--- src/charge_cycle_pkg.sv ---
// Constants and types shared by the charge cycle sequencer
package charge_cycle_pkg;

  // ****************************************************************
  // Register byte offsets
  // ****************************************************************
  localparam logic [7:0] OFS_CTRL       = 8'h00;
  localparam logic [7:0] OFS_TARGET     = 8'h04;
  localparam logic [7:0] OFS_BULK       = 8'h08;
  localparam logic [7:0] OFS_FOLD       = 8'h0C;
  localparam logic [7:0] OFS_STATE      = 8'h10;
  localparam logic [7:0] OFS_IRQ_STATUS = 8'h14;
  localparam logic [7:0] OFS_IRQ_MASK   = 8'h18;

  // ****************************************************************
  // Control register fields
  // ****************************************************************
  localparam int CTRL_STAT_ALLOW   = 0;
  localparam int CTRL_END_ALLOW    = 1;
  localparam int CTRL_INHIBIT      = 2;
  localparam int CTRL_RESET        = 3;
  localparam int CTRL_FLOAT_REQ    = 4;
  localparam int CTRL_WIDTH        = 5;
  localparam logic [4:0] CTRL_RESET_VALUE = 5'h03;

  // ****************************************************************
  // Status and interrupt fields
  // ****************************************************************
  localparam int STATE_FAULT_BIT   = 4;
  localparam int STATE_CV_BIT      = 5;
  localparam int STATE_HOT_BIT     = 6;
  localparam int IRQ_FAULT         = 0;
  localparam int IRQ_TERMINATED    = 1;
  localparam int IRQ_BATTERY_FOUND = 2;
  localparam int IRQ_NEW_CYCLE     = 3;
  localparam int IRQ_WIDTH         = 4;

  // ****************************************************************
  // Analog setpoints and limits
  // ****************************************************************
  localparam logic [15:0] TARGET_MIN_MV     = 16'h0DAC;  // 3500 mV
  localparam logic [15:0] TARGET_MAX_MV     = 16'h1158;  // 4440 mV
  localparam logic [15:0] TARGET_RESET_MV   = 16'h0E10;  // 3600 mV
  localparam logic [11:0] PRECHARGE_MA      = 12'h032;   // 50 mA
  localparam logic [11:0] BULK_RESET_MA     = 12'h3E8;   // 1000 mA
  localparam logic [1:0]  FOLD_RESET_SHIFT  = 2'h1;

  // ****************************************************************
  // Timing
  // ****************************************************************
  localparam int CLK_FREQ_KHZ      = 10000;
  localparam int FAULT_PULSE_US    = 128;
  localparam int FAULT_PULSE_CYC   = (FAULT_PULSE_US * CLK_FREQ_KHZ) / 1000;
  localparam int SYNC_STAGES       = 3;

  typedef enum logic [2:0] {
    ST_IDLE      = 3'b000,
    ST_PRECHARGE = 3'b001,
    ST_FAST      = 3'b010,
    ST_VOLTAGE   = 3'b011,
    ST_DETECT    = 3'b100,
    ST_FLOAT     = 3'b101
  } charge_state_t;

endpackage : charge_cycle_pkg

--- src/charge_cycle_sequencer.sv ---
// Charge cycle sequencer: charge states, status pin and AHB-Lite registers
//
// Local design decisions: the register offsets and the AHB-Lite interface to the registers.
`timescale 1ns/1ps
`default_nettype none
module charge_cycle_sequencer
  import charge_cycle_pkg::*;
#(
  parameter int PULSE_CYCLES = FAULT_PULSE_CYC
) (
  input  wire logic        clk_sys,
  input  wire logic        rst,
  input  wire logic        hsel,
  input  wire logic [31:0] haddr,
  input  wire logic [1:0]  htrans,
  input  wire logic        hwrite,
  input  wire logic [2:0]  hsize,
  input  wire logic [31:0] hwdata,
  input  wire logic        hready,
  output logic             hreadyout,
  output logic             hresp,
  output logic      [31:0] hrdata,
  input  wire logic        hardwareOffInput,
  input  wire logic        belowDeepDischarge,
  input  wire logic        nearTarget,
  input  wire logic        belowRecharge,
  input  wire logic        taperCutoffReached,
  input  wire logic        dieHot,
  input  wire logic        batteryConfirmed,
  input  wire logic        faultEvent,
  output logic             statOut,
  output logic             statOe,
  output logic      [11:0] chargeCurrentMa,
  output logic             cvMode,
  output logic             floatMode,
  output logic      [15:0] cellTargetVoltage,
  output logic             irq
);

  // ****************************************************************
  // Pin synchronisation
  // ****************************************************************
  logic [7:0] pinsRaw;
  logic [7:0] pins;
  logic       offSync;
  logic       deepSync;
  logic       nearSync;
  logic       rechargeSync;
  logic       taperSync;
  logic       hotSync;
  logic       confirmSync;
  logic       faultSync;
  logic       faultSyncDly;

  assign pinsRaw = {faultEvent, batteryConfirmed, dieHot, taperCutoffReached,
                    belowRecharge, nearTarget, belowDeepDischarge, hardwareOffInput};

  pin_sync #(
    .WIDTH (8)
  ) u_pin_sync (
    .clk_sys (clk_sys),
    .rst     (rst),
    .pinIn   (pinsRaw),
    .pinOut  (pins)
  );

  assign {faultSync, confirmSync, hotSync, taperSync,
          rechargeSync, nearSync, deepSync, offSync} = pins;

  // ****************************************************************
  // AHB-Lite slave
  // ****************************************************************
  logic                  dataWrite;
  logic [7:0]            dataAddr;
  logic                  addrPhase;
  logic [CTRL_WIDTH-1:0] ctrl;
  logic [15:0]           target;
  logic [11:0]           bulk;
  logic [1:0]            foldShift;
  logic [IRQ_WIDTH-1:0]  irqStatus;
  logic [IRQ_WIDTH-1:0]  irqMask;
  logic [IRQ_WIDTH-1:0]  irqEvents;
  logic                  faultLatched;
  charge_state_t         state;
  charge_state_t         next_state;

  assign hreadyout = 1'b1;
  assign hresp     = 1'b0;
  assign addrPhase = hsel && htrans[1] && hready;

  function automatic logic [31:0] readMux(input logic [7:0] addr);
    logic [31:0] value;
    value = 32'h0000_0000;
    unique case (addr)
      OFS_CTRL:       value[CTRL_WIDTH-1:0] = ctrl;
      OFS_TARGET:     value[15:0] = target;
      OFS_BULK:       value[11:0] = bulk;
      OFS_FOLD:       value[1:0] = foldShift;
      OFS_STATE: begin
        value[2:0]            = state;
        value[STATE_FAULT_BIT] = faultLatched;
        value[STATE_CV_BIT]    = cvMode;
        value[STATE_HOT_BIT]   = hotSync;
      end
      OFS_IRQ_STATUS: value[IRQ_WIDTH-1:0] = irqStatus;
      OFS_IRQ_MASK:   value[IRQ_WIDTH-1:0] = irqMask;
      default:        value = 32'h0000_0000;
    endcase
    return value;
  endfunction : readMux

  always_ff @(posedge clk_sys) begin
    if (rst) begin
      dataWrite <= 1'b0;
      dataAddr  <= 8'h00;
    end else if (hready) begin
      dataWrite <= addrPhase && hwrite;
      dataAddr  <= haddr[7:0];
    end
  end

  // Read data is captured at the address phase so it stands as a flop
  always_ff @(posedge clk_sys) begin
    if (rst) begin
      hrdata <= 32'h0000_0000;
    end else if (addrPhase && !hwrite) begin
      hrdata <= readMux(haddr[7:0]);
    end
  end

  // ****************************************************************
  // Software registers
  // ****************************************************************
  logic ctrlWrite;
  logic restartReq;
  logic targetOk;

  assign ctrlWrite = dataWrite && (dataAddr == OFS_CTRL);
  assign targetOk  = (hwdata[15:0] >= TARGET_MIN_MV) && (hwdata[15:0] <= TARGET_MAX_MV);

  // Toggles of inhibit or float request, or a reset bit write
  assign restartReq = ctrlWrite &&
                      ((hwdata[CTRL_INHIBIT] != ctrl[CTRL_INHIBIT]) ||
                       hwdata[CTRL_RESET] ||
                       (hwdata[CTRL_FLOAT_REQ] != ctrl[CTRL_FLOAT_REQ]));

  always_ff @(posedge clk_sys) begin
    if (rst) begin
      ctrl <= CTRL_RESET_VALUE;
    end else if (ctrlWrite) begin
      ctrl <= hwdata[CTRL_WIDTH-1:0];
      ctrl[CTRL_RESET] <= 1'b0;
    end
  end

  // Out-of-range targets are dropped; the old value stays in force
  always_ff @(posedge clk_sys) begin
    if (rst) begin
      target <= TARGET_RESET_MV;
    end else if (dataWrite && (dataAddr == OFS_TARGET) && targetOk) begin
      target <= hwdata[15:0];
    end
  end

  always_ff @(posedge clk_sys) begin
    if (rst) begin
      bulk      <= BULK_RESET_MA;
      foldShift <= FOLD_RESET_SHIFT;
    end else if (dataWrite && (dataAddr == OFS_BULK)) begin
      bulk <= hwdata[11:0];
    end else if (dataWrite && (dataAddr == OFS_FOLD)) begin
      foldShift <= hwdata[1:0];
    end
  end

  assign cellTargetVoltage = target;

  // ****************************************************************
  // Charge sequence
  // ****************************************************************
  logic offRequest;
  logic charging;
  logic faultRise;
  logic terminate;
  logic found;
  logic [2:0] settleCnt;

  // Pins read zero until the synchroniser fills; idle waits that out
  localparam logic [2:0] SETTLE_DONE = 3'(SYNC_STAGES + 1);

  assign offRequest = offSync || ctrl[CTRL_FLOAT_REQ] || ctrl[CTRL_INHIBIT];
  assign faultRise  = faultSync && !faultSyncDly;
  assign terminate  = (state == ST_VOLTAGE) && taperSync && !rechargeSync &&
                      ctrl[CTRL_END_ALLOW];
  assign found      = (state == ST_DETECT) && confirmSync;

  always_ff @(posedge clk_sys) begin
    if (rst) begin
      faultSyncDly <= 1'b0;
    end else begin
      faultSyncDly <= faultSync;
    end
  end

  // Without this a deep-discharged cell would see bulk current for a few cycles
  always_ff @(posedge clk_sys) begin
    if (rst) begin
      settleCnt <= 3'h0;
    end else if (settleCnt != SETTLE_DONE) begin
      settleCnt <= settleCnt + 3'h1;
    end
  end

  always_comb begin
    next_state = state;
    if (offRequest) begin
      next_state = ST_FLOAT;
    end else if (restartReq) begin
      next_state = ST_PRECHARGE;
    end else begin
      unique case (state)
        ST_IDLE:      if (settleCnt == SETTLE_DONE) next_state = ST_PRECHARGE;
        ST_FLOAT:     next_state = ST_PRECHARGE;
        ST_PRECHARGE: if (!deepSync) next_state = ST_FAST;
        ST_FAST: begin
          if (deepSync) begin
            next_state = ST_PRECHARGE;
          end else if (nearSync) begin
            next_state = ST_VOLTAGE;
          end
        end
        ST_VOLTAGE: begin
          if (terminate) begin
            next_state = ST_DETECT;
          end else if (!nearSync) begin
            next_state = ST_FAST;
          end
        end
        ST_DETECT: begin
          if (!ctrl[CTRL_END_ALLOW]) begin
            next_state = ST_VOLTAGE;
          end else if (confirmSync || rechargeSync) begin
            next_state = ST_PRECHARGE;
          end
        end
        default:      next_state = ST_IDLE;
      endcase
    end
  end

  always_ff @(posedge clk_sys) begin
    if (rst) begin
      state <= ST_IDLE;
    end else begin
      state <= next_state;
    end
  end

  // Fault stays latched until a battery is confirmed in the detect state
  always_ff @(posedge clk_sys) begin
    if (rst) begin
      faultLatched <= 1'b0;
    end else if (faultRise) begin
      faultLatched <= 1'b1;
    end else if (found) begin
      faultLatched <= 1'b0;
    end
  end

  // ****************************************************************
  // Current command
  // ****************************************************************
  logic [11:0] next_current;

  assign charging = (state == ST_PRECHARGE) || (state == ST_FAST) ||
                    (state == ST_VOLTAGE);

  always_comb begin
    next_current = 12'h000;
    // Follows next_state so current and mode flags change on one edge
    if (next_state == ST_PRECHARGE) begin
      next_current = PRECHARGE_MA;
    end else if ((next_state == ST_FAST) || (next_state == ST_VOLTAGE)) begin
      next_current = bulk;
    end
    // Coarse shift fold-back; the analog loop trims the rest
    if (hotSync && (next_state != ST_PRECHARGE)) begin
      next_current = next_current >> foldShift;
    end
  end

  always_ff @(posedge clk_sys) begin
    if (rst) begin
      chargeCurrentMa <= 12'h000;
      cvMode          <= 1'b0;
      floatMode       <= 1'b0;
    end else begin
      chargeCurrentMa <= next_current;
      cvMode          <= (next_state == ST_VOLTAGE);
      floatMode       <= (next_state == ST_FLOAT);
    end
  end

  // ****************************************************************
  // Status pin
  // ****************************************************************
  logic pulseActive;

  pulse_timer #(
    .CYCLES (PULSE_CYCLES)
  ) u_pulse_timer (
    .clk_sys (clk_sys),
    .rst     (rst),
    .fire    (faultRise),
    .active  (pulseActive)
  );

  // Open drain: only ever pulls low
  assign statOut = 1'b0;

  always_ff @(posedge clk_sys) begin
    if (rst) begin
      statOe <= 1'b0;
    end else begin
      statOe <= ctrl[CTRL_STAT_ALLOW] && (charging || pulseActive);
    end
  end

  // ****************************************************************
  // Interrupts
  // ****************************************************************
  assign irqEvents[IRQ_FAULT]         = faultRise;
  assign irqEvents[IRQ_TERMINATED]    = terminate;
  assign irqEvents[IRQ_BATTERY_FOUND] = found && ctrl[CTRL_END_ALLOW];
  assign irqEvents[IRQ_NEW_CYCLE]     = (next_state == ST_PRECHARGE) &&
                                        (state != ST_PRECHARGE);

  // A new event outranks a write-one clear in the same cycle
  always_ff @(posedge clk_sys) begin
    if (rst) begin
      irqStatus <= '0;
    end else if (dataWrite && (dataAddr == OFS_IRQ_STATUS)) begin
      irqStatus <= (irqStatus & ~hwdata[IRQ_WIDTH-1:0]) | irqEvents;
    end else begin
      irqStatus <= irqStatus | irqEvents;
    end
  end

  always_ff @(posedge clk_sys) begin
    if (rst) begin
      irqMask <= '0;
    end else if (dataWrite && (dataAddr == OFS_IRQ_MASK)) begin
      irqMask <= hwdata[IRQ_WIDTH-1:0];
    end
  end

  always_ff @(posedge clk_sys) begin
    if (rst) begin
      irq <= 1'b0;
    end else begin
      irq <= |(irqStatus & irqMask);
    end
  end

  logic unusedBits;
  assign unusedBits = ^{haddr[31:8], hsize, hwdata[31:16]};

endmodule : charge_cycle_sequencer
`default_nettype wire

--- src/pin_sync.sv ---
// Three-stage synchroniser with agreement filter for pin inputs
`timescale 1ns/1ps
`default_nettype none
module pin_sync
  import charge_cycle_pkg::*;
#(
  parameter int WIDTH = 1
) (
  input  wire logic             clk_sys,
  input  wire logic             rst,
  input  wire logic [WIDTH-1:0] pinIn,
  output logic      [WIDTH-1:0] pinOut
);
  logic [WIDTH-1:0] stage1;
  logic [WIDTH-1:0] stage2;
  logic [WIDTH-1:0] stage3;

  always_ff @(posedge clk_sys) begin
    if (rst) begin
      stage1 <= '0;
      stage2 <= '0;
      stage3 <= '0;
    end else begin
      stage1 <= pinIn;
      stage2 <= stage1;
      stage3 <= stage2;
    end
  end

  // A bit moves only once the two settled stages agree
  always_ff @(posedge clk_sys) begin
    if (rst) begin
      pinOut <= '0;
    end else begin
      for (int i = 0; i < WIDTH; i++) begin
        if (stage2[i] == stage3[i]) begin
          pinOut[i] <= stage3[i];
        end
      end
    end
  end
endmodule : pin_sync
`default_nettype wire

--- src/pulse_timer.sv ---
// Retriggerable one-shot that times the fault pulse
`timescale 1ns/1ps
`default_nettype none
module pulse_timer
  import charge_cycle_pkg::*;
#(
  parameter int CYCLES = FAULT_PULSE_CYC
) (
  input  wire logic clk_sys,
  input  wire logic rst,
  input  wire logic fire,
  output logic      active
);
  localparam int CW = $clog2(CYCLES + 1);
  localparam logic [CW-1:0] LOAD = CW'(CYCLES);

  logic [CW-1:0] remaining;

  always_ff @(posedge clk_sys) begin
    if (rst) begin
      remaining <= '0;
    end else if (fire) begin
      remaining <= LOAD;
    end else if (remaining != '0) begin
      remaining <= remaining - CW'(1);
    end
  end

  assign active = (remaining != '0);
endmodule : pulse_timer
`default_nettype wire

--- config.mk ---
export PLATFORM = sky130hd
export DESIGN_NAME = charge_cycle_sequencer
export DESIGN_NICKNAME = d
export VERILOG_FILES = /design/src/charge_cycle_pkg.sv /design/src/charge_cycle_sequencer.sv /design/src/pin_sync.sv /design/src/pulse_timer.sv
export SDC_FILE = /design/constraint.sdc
export NUM_CORES = 1
export LEC_CHECK = 0
export ABC_AREA = 1
export BUFFER_PORTS_ARGS = -buffer_cell sky130_fd_sc_hd__buf_2
export CAP_MARGIN = 25
export CORE_ASPECT_RATIO = 0.75
export CORE_MARGIN = 4
export CORE_UTILIZATION = 40
export CTS_CLUSTER_SIZE = 16
export DETAILED_ROUTE_END_ITERATION = 12
export GPL_ROUTABILITY_DRIVEN = 0
export PLACE_DENSITY_LB_ADDON = 0.05
export SLEW_MARGIN = 20
export SYNTH_ARGS = -nofsm -noshare
export SYNTH_HDL_FRONTEND = slang
export SYNTH_SLANG_ARGS = --single-unit
--- constraint.sdc ---
create_clock -name clk_sys -period 3.5 [get_ports clk_sys]
set_clock_uncertainty 0.1 [all_clocks]
set_input_delay 0.7 -clock clk_sys [delete_from_list [all_inputs] [get_ports clk_sys]]
set_output_delay 0.7 -clock clk_sys [all_outputs]
set_load 0.01 [all_outputs]
==> results.json, run 1 <==
{
  "max-vdd-ir-drop_mv": 0.3150,
  "fmax_mhz": 415.7,
  "drv_cap": 0,
  "hp-class": "reg -> reg",
  "synth_cells": 789,
  "drive_above_1_share_pct": 15.95,
  "die_area_mm2": 0.01660,
  "antenna_found_initial": 0,
  "fin_setup_tns_ps": 0,
  "multi_input_area_mm2": 0.002520,
  "num_vias": 5388,
  "critPathKind": "in -> reg",
  "tightest_slew_ps": 709.5,
  "register_area_mm2": 0.002683,
  "postSynth.asyncResetShare_pct": 0,
  "grt_pass1_wl_mm": 25.96,
  "crit_path_end_kind": "register",
  "finalHoldViolations": 0,
  "switching_share_pct": 27.56,
  "grt_use_total_pct": 19.45,
  "clockPowerShare_pct": 44.5,
  "placedCellCount": 1048,
  "synth-seq-area-share_pct": 46.00,
  "worstSkewPairLatency_ps": 410,
  "rsz0062_at_grt": "false",
  "fillers": 1381,
  "synth_warnings": 0,
  "cts_tree": "done",
  "final_util_pct": 50.03,
  "ios": 149,
  "p_seq_share_pct": 39.8,
  "n_antenna_cell": 0,
  "r2r_slack_ps": 1240,
  "relSlewSlack_pct": 52.70,
  "final_max_slew_viol_count": 0,
  "r2r_cells": 13,
  "ctsHoldBuffers": 0,
  "pre_cts_ws_ps": 680.4,
  "ys_seq_elements": 134,
  "comb_power_share_pct": 15.7,
  "clkSinkCount": 134,
  "cp-start-kind": "input port",
  "ys.flop_type": "dfxtp_1",
  "routed_via_density": 4.994,
  "ys_types": 45,
  "layout.cells.non_filler": 1079,
  "period_share_pct": 68.72,
  "startpoint": "haddr[7]",
  "dr.pass1.iters": 5,
  "overflow": 0,
  "area_growth_pct": 19.93,
  "start_util_pct": 41.71,
  "fp.coreArea_mm2": 0.01398,
  "dp_hpwl_mm": 11.53,
  "netlist_area_mm2": 0.005832,
  "arrival_ps": 2570,
  "fin_crit_ps": 2405,
  "status": "complete, no violations",
  "die_w_um": 147.4,
  "avgSynthCellArea_um2": 7.391,
  "synth_enable_flop_cells": 0,
  "grt_max_degree": 64,
  "drt-initial-drc-count": 380,
  "final_antenna_net_count": 0,
  "crit_fanout": 9,
  "required_ps": 3670,
  "avgRoutedWirePerCell_um": 14.73,
  "timing.final.ws_setup_ps": 1095,
  "setup_viol": 0,
  "portBuffers": 85,
  "cp-endpoint": "hrdata[0]$_SDFFE_PP0P_",
  "p_leak_nw": 3.185,
  "first_global_vias": 5100,
  "timing.rr.end": "chargeCurrentMa[4]$_SDFF_PP0_",
  "h-tree-depth": 4,
  "root_buffer": "clkbuf_16",
  "worstReg2RegStart": "state[2]$_SDFF_PP0_",
  "drc": 0,
  "cts_setup_buffers": 0,
  "p_sw_mw": 1.177,
  "fin_nets": 957,
  "cts.clk_slew.worst_paths_ps": 60,
  "ctsResizeCount": 0,
  "cellPowerDensity_mw_per_mm2": 610.3,
  "clockBufferDepth": 2,
  "internal_power_mw": 3.092,
  "cts_inserted_buffers": 17,
  "die_h_um": 112.6,
  "row_count": 37,
  "drt_wl_total_mm": 15.89
}
[cell families (layout without fill, tap and decap cells)]
group | count (synthesis) | in the layout | share of synthesized area, %
compound gates | 190 | 190 | 18.17
xor+xnor | 5 | 5 | 0.7510
simple gates | 291 | 291 | 22.42
fa+ha+maj | 3 | 3 | 0.6437
buf+inv | 164 | 242 | 11.89
flops | 134 | 134 | 46.00
other cells | 2 | 19 | 0.1288
[critical path, stage by stage]
cell,delay (ps)
buf_2,90
nor2_1,40
nand2_1,100
nor2_1,130
nand2_1,330
clkinv_1,360
nand2_1,170
o211ai_1,90
o31ai_1,430
a21oi_1,120
[metal layers]
metal / share of wire (%) / vias to the layer above / track usage [%]
li1: - / 2706 / -
met1: 50 / 2490 / 28.18
met2: 43 / 178 / 29.02
met3: 6.6 / 14 / 4.722
met4: 0.96 / 0 / 5.152
met5: 0 / - / 0
[sequential cells by signal (all words and copies together), names as in the netlist]
| register | cells |
|---|---|
| bulk | 12 |
| statOe | 1 |
| u_pin_sync.stage3 | 8 |
| irqStatus | 4 |
| u_pin_sync.pinOut | 8 |
| u_pin_sync.stage1 | 8 |
| faultLatched | 1 |
| u_pulse_timer.remaining | 11 |
| state | 3 |
| cellTargetVoltage | 16 |
| u_pin_sync.stage2 | 8 |
| dataWrite | 1 |
| faultSyncDly | 1 |
| hrdata | 16 |
| floatMode | 1 |
| irqMask | 4 |
| foldShift | 2 |
| settleCnt | 3 |
| irq | 1 |
| dataAddr | 8 |
| cvMode | 1 |
| chargeCurrentMa | 12 |
| ctrl | 4 |
[layout by cell type (no fill, tap or decap), drive strengths merged, types with 4 or more instances in the layout]
master | Yosys | final
dfxtp | 134 | 134
inv | 118 | 120
nand2 | 112 | 112
nor2 | 105 | 105
buf | 21 | 90
o21ai | 83 | 83
a21oi | 72 | 72
nand3 | 46 | 46
clkbuf | 22 | 20
conb | 2 | 19
nor3 | 11 | 11
o211ai | 9 | 9
nand4 | 7 | 7
a211oi | 7 | 7
o221ai | 7 | 7
nor4 | 5 | 5
clkinvlp | 0 | 4
bufinv | 0 | 4
clkinv | 3 | 4
[cell type report]
cell class | instances | share of cell area (%)
Multi-Input combinational cell | 508 | 36.03
Clock buffer | 20 | 6.530
Clock inverter | 11 | 2.469
Inverter | 121 | 6.512
Timing Repair Buffer | 90 | 6.619
Sequential cell | 134 | 38.35
Tap cell | 195 | 3.488
[cells in the mapped netlist, types with 2 or more instances]
cell | count | area share [%]
dfxtp_1 | 134 | 46
clkbuf_1 | 22 | 1.4
nand3_2 | 3 | 0.51
a211oi_1 | 7 | 0.90
buf_4 | 20 | 2.6
nor2_4 | 2 | 0.39
inv_2 | 2 | 0.13
or2_2 | 2 | 0.21
inv_1 | 116 | 7.5
xnor2_1 | 3 | 0.45
o21ai_0 | 82 | 7.0
xor2_1 | 2 | 0.30
nand2_1 | 110 | 7.1
nor2_1 | 100 | 6.4
o31ai_1 | 2 | 0.26
a21oi_1 | 70 | 6.0
o221ai_1 | 7 | 1.1
nand3_1 | 41 | 3.5
a21oi_2 | 2 | 0.30
nor2_2 | 2 | 0.21
o22ai_1 | 2 | 0.21
clkinv_1 | 2 | 0.13
nor4_1 | 5 | 0.54
nand3_4 | 2 | 0.60
a31oi_1 | 2 | 0.21
o211ai_1 | 9 | 1.2
ha_1 | 3 | 0.64
nand4_1 | 7 | 0.75
a41oi_1 | 2 | 0.30
nor3_1 | 10 | 0.86
conb_1 | 2 | 0.13
[stage by stage]
stage | power [mW] | hold WS (ps) | instance area (um^2)
after detailed placement | 2.392 | 294.0 | 6365
after global routing | 4.494 | 315.8 | 6994
after floorplan | 2.224 | 288.3 | 5896
final | 4.269 | 300.3 | 6994
after global placement | 2.370 | 291.0 | 6365
after CTS | 4.299 | 302.1 | 6994
[power groups by stage]
stage	clock network, mW	logic [mW]	registers, mW
after floorplan	0	0.495	1.73
after global placement	0	0.645	1.73
after detailed placement	0	0.662	1.73
after CTS	1.93	0.666	1.70
after global routing	2.01	0.774	1.71
final	1.90	0.669	1.70
[worst min-delay path by stage]
stage	endpoint	depth (start not counted)	startpoint	slack [ps]
final	u_pin_sync.stage2[4]$_SDFF_PP0_	2	u_pin_sync.stage1[4]$_SDFF_PP0_	300
after global routing	u_pin_sync.stage2[0]$_SDFF_PP0_	2	u_pin_sync.stage1[0]$_SDFF_PP0_	320
after CTS	u_pin_sync.stage2[4]$_SDFF_PP0_	2	u_pin_sync.stage1[4]$_SDFF_PP0_	300
after detailed placement	u_pin_sync.stage2[4]$_SDFF_PP0_	2	u_pin_sync.stage1[4]$_SDFF_PP0_	290
after global placement	u_pin_sync.stage2[2]$_SDFF_PP0_	2	u_pin_sync.stage1[2]$_SDFF_PP0_	290
after floorplan	u_pin_sync.stage2[0]$_SDFF_PP0_	2	u_pin_sync.stage1[0]$_SDFF_PP0_	290
Note: power is estimated with default switching activity, not from simulation.
==> run 2: changes to the inputs <==
==> constraint.sdc (replaced) <==
create_clock -name clk_sys -period 2.34 [get_ports clk_sys]
set_clock_uncertainty 0.1 [all_clocks]
set_input_delay 0.468 -clock clk_sys [delete_from_list [all_inputs] [get_ports clk_sys]]
set_output_delay 0.468 -clock clk_sys [all_outputs]
set_load 0.01 [all_outputs]
==> results.json, run 2 (synthesized netlist as in run 1, its figures left out) <==
{
  "fillers": 1396,
  "fp.coreArea_mm2": 0.01398,
  "crit_path_end_kind": "register",
  "tightest_slew_ps": 503.6,
  "drc": 0,
  "worstSkewPairLatency_ps": 410,
  "crit_fanout": 8,
  "dr.pass1.iters": 5,
  "clkSinkCount": 134,
  "drive_above_1_share_pct": 18.36,
  "row_count": 37,
  "multi_input_area_mm2": 0.002550,
  "cp-start-kind": "register",
  "clockBufferDepth": 2,
  "layout.cells.non_filler": 1099,
  "required_ps": 2540,
  "drv_cap": 0,
  "drt-initial-drc-count": 415,
  "root_buffer": "clkbuf_16",
  "setup_viol": 0,
  "placedCellCount": 1065,
  "final_antenna_net_count": 0,
  "critPathMaxStageDelay_ps": 370,
  "timing.rr.end": "chargeCurrentMa[0]$_SDFF_PP0_",
  "final_common_cell": "dfxtp_1",
  "grt_pass1_wl_mm": 26.01,
  "final_max_slew_viol_count": 0,
  "cts.clk_slew.worst_paths_ps": 60,
  "portBuffers": 85,
  "worstReg2RegStart": "settleCnt[0]$_SDFFE_PP0N_",
  "rsz0062_at_grt": "false",
  "r2r_cells": 15,
  "h-tree-depth": 4,
  "drt_wl_total_mm": 16.10,
  "avgRoutedWirePerCell_um": 14.65,
  "status": "complete, no violations",
  "ios": 149,
  "die_h_um": 112.6,
  "p_leak_nw": 3.303,
  "fmax_mhz": 447.4,
  "n_antenna_cell": 0,
  "fin_crit_ps": 2235,
  "start_util_pct": 41.71,
  "first_global_vias": 5195,
  "cellPowerDensity_mw_per_mm2": 887.0,
  "area_growth_pct": 23.36,
  "fin_nets": 978,
  "antenna_found_initial": 0,
  "min_from": "nearTarget",
  "dp_hpwl_mm": 11.82,
  "num_vias": 5437,
  "whs_path_depth": 3,
  "cts_inserted_buffers": 17,
  "max-vdd-ir-drop_mv": 0.5037,
  "die_area_mm2": 0.01660,
  "overflow": 0,
  "fin_setup_tns_ps": 0,
  "most-common-layout-cells": "133 x dfxtp_1, 115 x inv_1, 108 x nand2_1",
  "crit_chain": "inv_1 -> ha_1 -> nand2_2 -> inv_2 -> o21ai_1 -> nor2_1 -> nor2_1 -> nand2_2 -> nand3_4 -> nand2_8 -> nor2_8 -> buf_4 -> nand3_1 -> nand2_1 -> nor2_1",
  "relSlewSlack_pct": 66.12,
  "routed_via_density": 4.947,
  "arrival_ps": 2440,
  "finalHoldViolations": 0,
  "period_share_pct": 95.52,
  "grt_max_degree": 64,
  "hp-class": "in -> reg",
  "ctsHoldBuffers": 0,
  "r2r_slack_ps": 100,
  "cts_tree": "done",
  "die_w_um": 147.4,
  "hold_end": "u_pin_sync.stage1[2]$_SDFF_PP0_",
  "cpMaxStageDelayCell": "dfxtp_1",
  "critPathKind": "reg -> reg",
  "worst_path_most_repeated_cell": "nor2_1",
  "grt_use_total_pct": 19.40,
  "register_area_mm2": 0.002684
}
## run 2: area by class of cell
class	instances	area share, %
well taps	195	3.391
clock inverters	9	2.122
clock buffers	21	6.261
repair buffers	111	9.148
flip-flops and latches	134	37.30
multi-input cells	508	35.44
inverters	121	6.330
## run 2: how the worst max path moves through the flow
stage	start	to	slack (ps)
after floorplan	hwdata[15]	cellTargetVoltage[3]$_SDFFE_PP0P_	350
after global placement	hwdata[15]	cellTargetVoltage[2]$_SDFFE_PP0P_	100
after detailed placement	hwdata[15]	cellTargetVoltage[10]$_SDFFE_PP1P_	40
after CTS	settleCnt[0]$_SDFFE_PP0N_	chargeCurrentMa[9]$_SDFF_PP0_	80
after global routing	ctrl[4]$_SDFFE_PP0P_	chargeCurrentMa[8]$_SDFF_PP0_	3
final	settleCnt[0]$_SDFFE_PP0N_	chargeCurrentMa[0]$_SDFF_PP0_	100
## run 2: critical path, delay by kind of cell, from the launching register on
family,cells,cell delay [ps]
flops,1,370
simple gates,10,1020
compound gates,1,130
buf+inv,3,290
fa+ha+maj,1,200
## run 2: power by group
part | switching, mW | internal [mW]
clock | 0.958 | 1.80
sequential | 0.105 | 2.44
combinational | 0.674 | 0.408
total | 1.74 | 4.64
## run 2: repair_timing
item                       CTS  global route
setup buffers                0             4
hold endpoints to repair     0             0
resized for setup            0            12
setup endpoints to repair    0            11
## run 2: metrics by stage
stage                     util (%)  hold WS (ps)  instance area [um^2]  power (mW)  worst slack, ps
final                        51.46         150.0                  7194       6.381            104.8
after global routing         51.46         139.2                  7194       6.695            3.062
after CTS                    50.93         139.7                  7121       6.384            79.46
after detailed placement     46.62         293.1                  6518       3.620            35.70
after global placement       46.62         289.8                  6518       3.583            95.21
after floorplan                  -         288.3                  5896       3.327            346.7
## run 2: routing by layer
metal / vias to the layer above / GRT usage (%) / share of wire (%)
li1: 2747 / - / -
met1: 2501 / 27.62 / 51
met2: 172 / 29.63 / 42
met3: 17 / 5.448 / 6.6
met4: 0 / 3.786 / 0.79
met5: - / 0 / 0
==> run 3: changes to the inputs <==
--- a/config.mk
+++ b/config.mk
@@ -6,7 +6,7 @@
 export NUM_CORES = 1
 export LEC_CHECK = 0
 export ABC_AREA = 1
-export BUFFER_PORTS_ARGS = -buffer_cell sky130_fd_sc_hd__buf_2
+export BUFFER_PORTS_ARGS = -buffer_cell sky130_fd_sc_hd__buf_4
 export CAP_MARGIN = 25
 export CORE_ASPECT_RATIO = 0.75
 export CORE_MARGIN = 4
==> results.json, run 3 (synthesized netlist as in run 1, its figures left out) <==
{
  "ios": 149,
  "final_common_cell": "dfxtp_1",
  "tightest_slew_ps": 591.6,
  "relSlewSlack_pct": 60.51,
  "h-tree-depth": 4,
  "cts_tree": "done",
  "cp-start-kind": "register",
  "drv_cap": 0,
  "first_global_vias": 5254,
  "r2r_cells": 12,
  "dp_hpwl_mm": 11.73,
  "die_w_um": 147.4,
  "whs_path_depth": 3,
  "grt_max_degree": 62,
  "pre_cts_ws_ps": 89.95,
  "start_util_pct": 41.71,
  "fin_setup_tns_ps": 0,
  "crit_path_end_kind": "register",
  "fmax_mhz": 461.3,
  "die_h_um": 112.6,
  "rsz0062_at_grt": "false",
  "clkSinkCount": 134,
  "p_leak_nw": 3.334,
  "fillers": 1354,
  "num_vias": 5434,
  "n_antenna_cell": 0,
  "overflow": 0,
  "critPathKind": "reg -> reg",
  "drt-initial-drc-count": 401,
  "clockBufferDepth": 2,
  "final_area_mm2": 0.007422,
  "area_growth_pct": 27.27,
  "final_antenna_net_count": 0,
  "avgRoutedWirePerCell_um": 14.62,
  "routed_via_density": 4.954,
  "period_share_pct": 92.64,
  "setup_viol": 0,
  "drc": 0,
  "drive_above_1_share_pct": 18.18,
  "placedCellCount": 1062,
  "dr.pass1.iters": 6,
  "layout.cells.non_filler": 1097,
  "root_buffer": "clkbuf_16",
  "antenna_found_initial": 0,
  "fp.coreArea_mm2": 0.01398,
  "cts_inserted_buffers": 17,
  "die_area_mm2": 0.01660,
  "finalHoldViolations": 0,
  "portBuffers": 85,
  "cellPowerDensity_mw_per_mm2": 902.7,
  "hp-class": "in -> reg",
  "fin_nets": 974,
  "worstSkewPairLatency_ps": 420,
  "row_count": 37,
  "crit_fanout": 9,
  "max-vdd-ir-drop_mv": 0.5885,
  "required_ps": 2540,
  "final_max_slew_viol_count": 0,
  "grt_pass1_wl_mm": 25.85,
  "ctsHoldBuffers": 0,
  "drt_wl_total_mm": 16.04,
  "grt_use_total_pct": 19.43,
  "timing.final.ws_setup_ps": 172.3,
  "fin_crit_ps": 2168,
  "arrival_ps": 2370,
  "cts.clk_slew.worst_paths_ps": 60,
  "status": "complete, no violations",
  "most-common-layout-cells": "132 x dfxtp_1, 116 x inv_1, 108 x nand2_1",
  "power_mw": 6.700,
  "place_area_mm2": 0.006708
}
## run 3: cell types whose count changed in the layout (fill, tap and decap cells not counted), sizes merged
| cell | delta |
|---|---|
| bufinv | +2 |
| buf | -5 |
| clkbuf | -1 |
| clkinv | -3 |
| clkinvlp | +3 |
| nor2 | +1 |
| inv | +1 |
## run 3: worst max-delay path, stage by stage, from the launching register on
cell	delay (ps)
dfxtp_1	320
nor2_1	140
nand3_1	190
nor2_4	240
nand2_2	110
a21oi_2	240
nand3_4	180
nand2_8	150
inv_2	60
o21ai_2	110
nand2_1	90
nand2_1	80
nor2_1	40
## run 3: final cells by class
class | instances | area (um^2) | area share, %
Sequential cell | 134 | 2685 | 36.18
Multi-Input combinational cell | 509 | 2539 | 34.20
Timing Repair Buffer | 106 | 820.8 | 11.06
Clock buffer | 20 | 456.7 | 6.153
Inverter | 121 | 455.4 | 6.136
Tap cell | 195 | 244.0 | 3.287
Clock inverter | 12 | 221.5 | 2.984
## run 3: layer usage
layer  vias to the layer above  wire, um  GRT usage [%]
li1                       2744         -              -
met1                      2478      8031          27.26
met2                       187      6694          28.65
met3                        25      1017          4.843
met4                         0       293          7.821
met5                         -         0              0
## run 3: metrics by stage
| step | utilization [%] | hold slack, ps |
|---|---|---|
| floorplan | - | 288.3 |
| global placement | 47.98 | 293.8 |
| detailed placement | 47.98 | 293.6 |
| CTS | 52.83 | 142.9 |
| global route | 53.09 | 159.9 |
| finish | 53.09 | 151.3 |
## run 3: worst paths after layout
path	slack [ps]	from	to
max reg2reg	170	dataAddr[7]$_SDFFE_PP0P_	chargeCurrentMa[0]$_SDFF_PP0_
min reg2reg	300	u_pin_sync.stage1[3]$_SDFF_PP0_	u_pin_sync.stage2[3]$_SDFF_PP0_
min	150	belowDeepDischarge	u_pin_sync.stage1[1]$_SDFF_PP0_
max	170	dataAddr[7]$_SDFFE_PP0P_	chargeCurrentMa[0]$_SDFF_PP0_
## run 3: repair_timing
action | CTS | global route
hold endpoints to repair | 0 | 0
buffers inserted | 0 | 2
setup endpoints to repair | 0 | 10
resized for setup | 0 | 6
## run 3: power by group
group	internal (mW)	switching, mW	total (mW)	leakage, nW
registers	2.44	0.107	2.55	1.09
logic	0.416	0.660	1.08	1.92
clock network	2.05	1.02	3.08	0.323
total	4.91	1.79	6.70	3.33
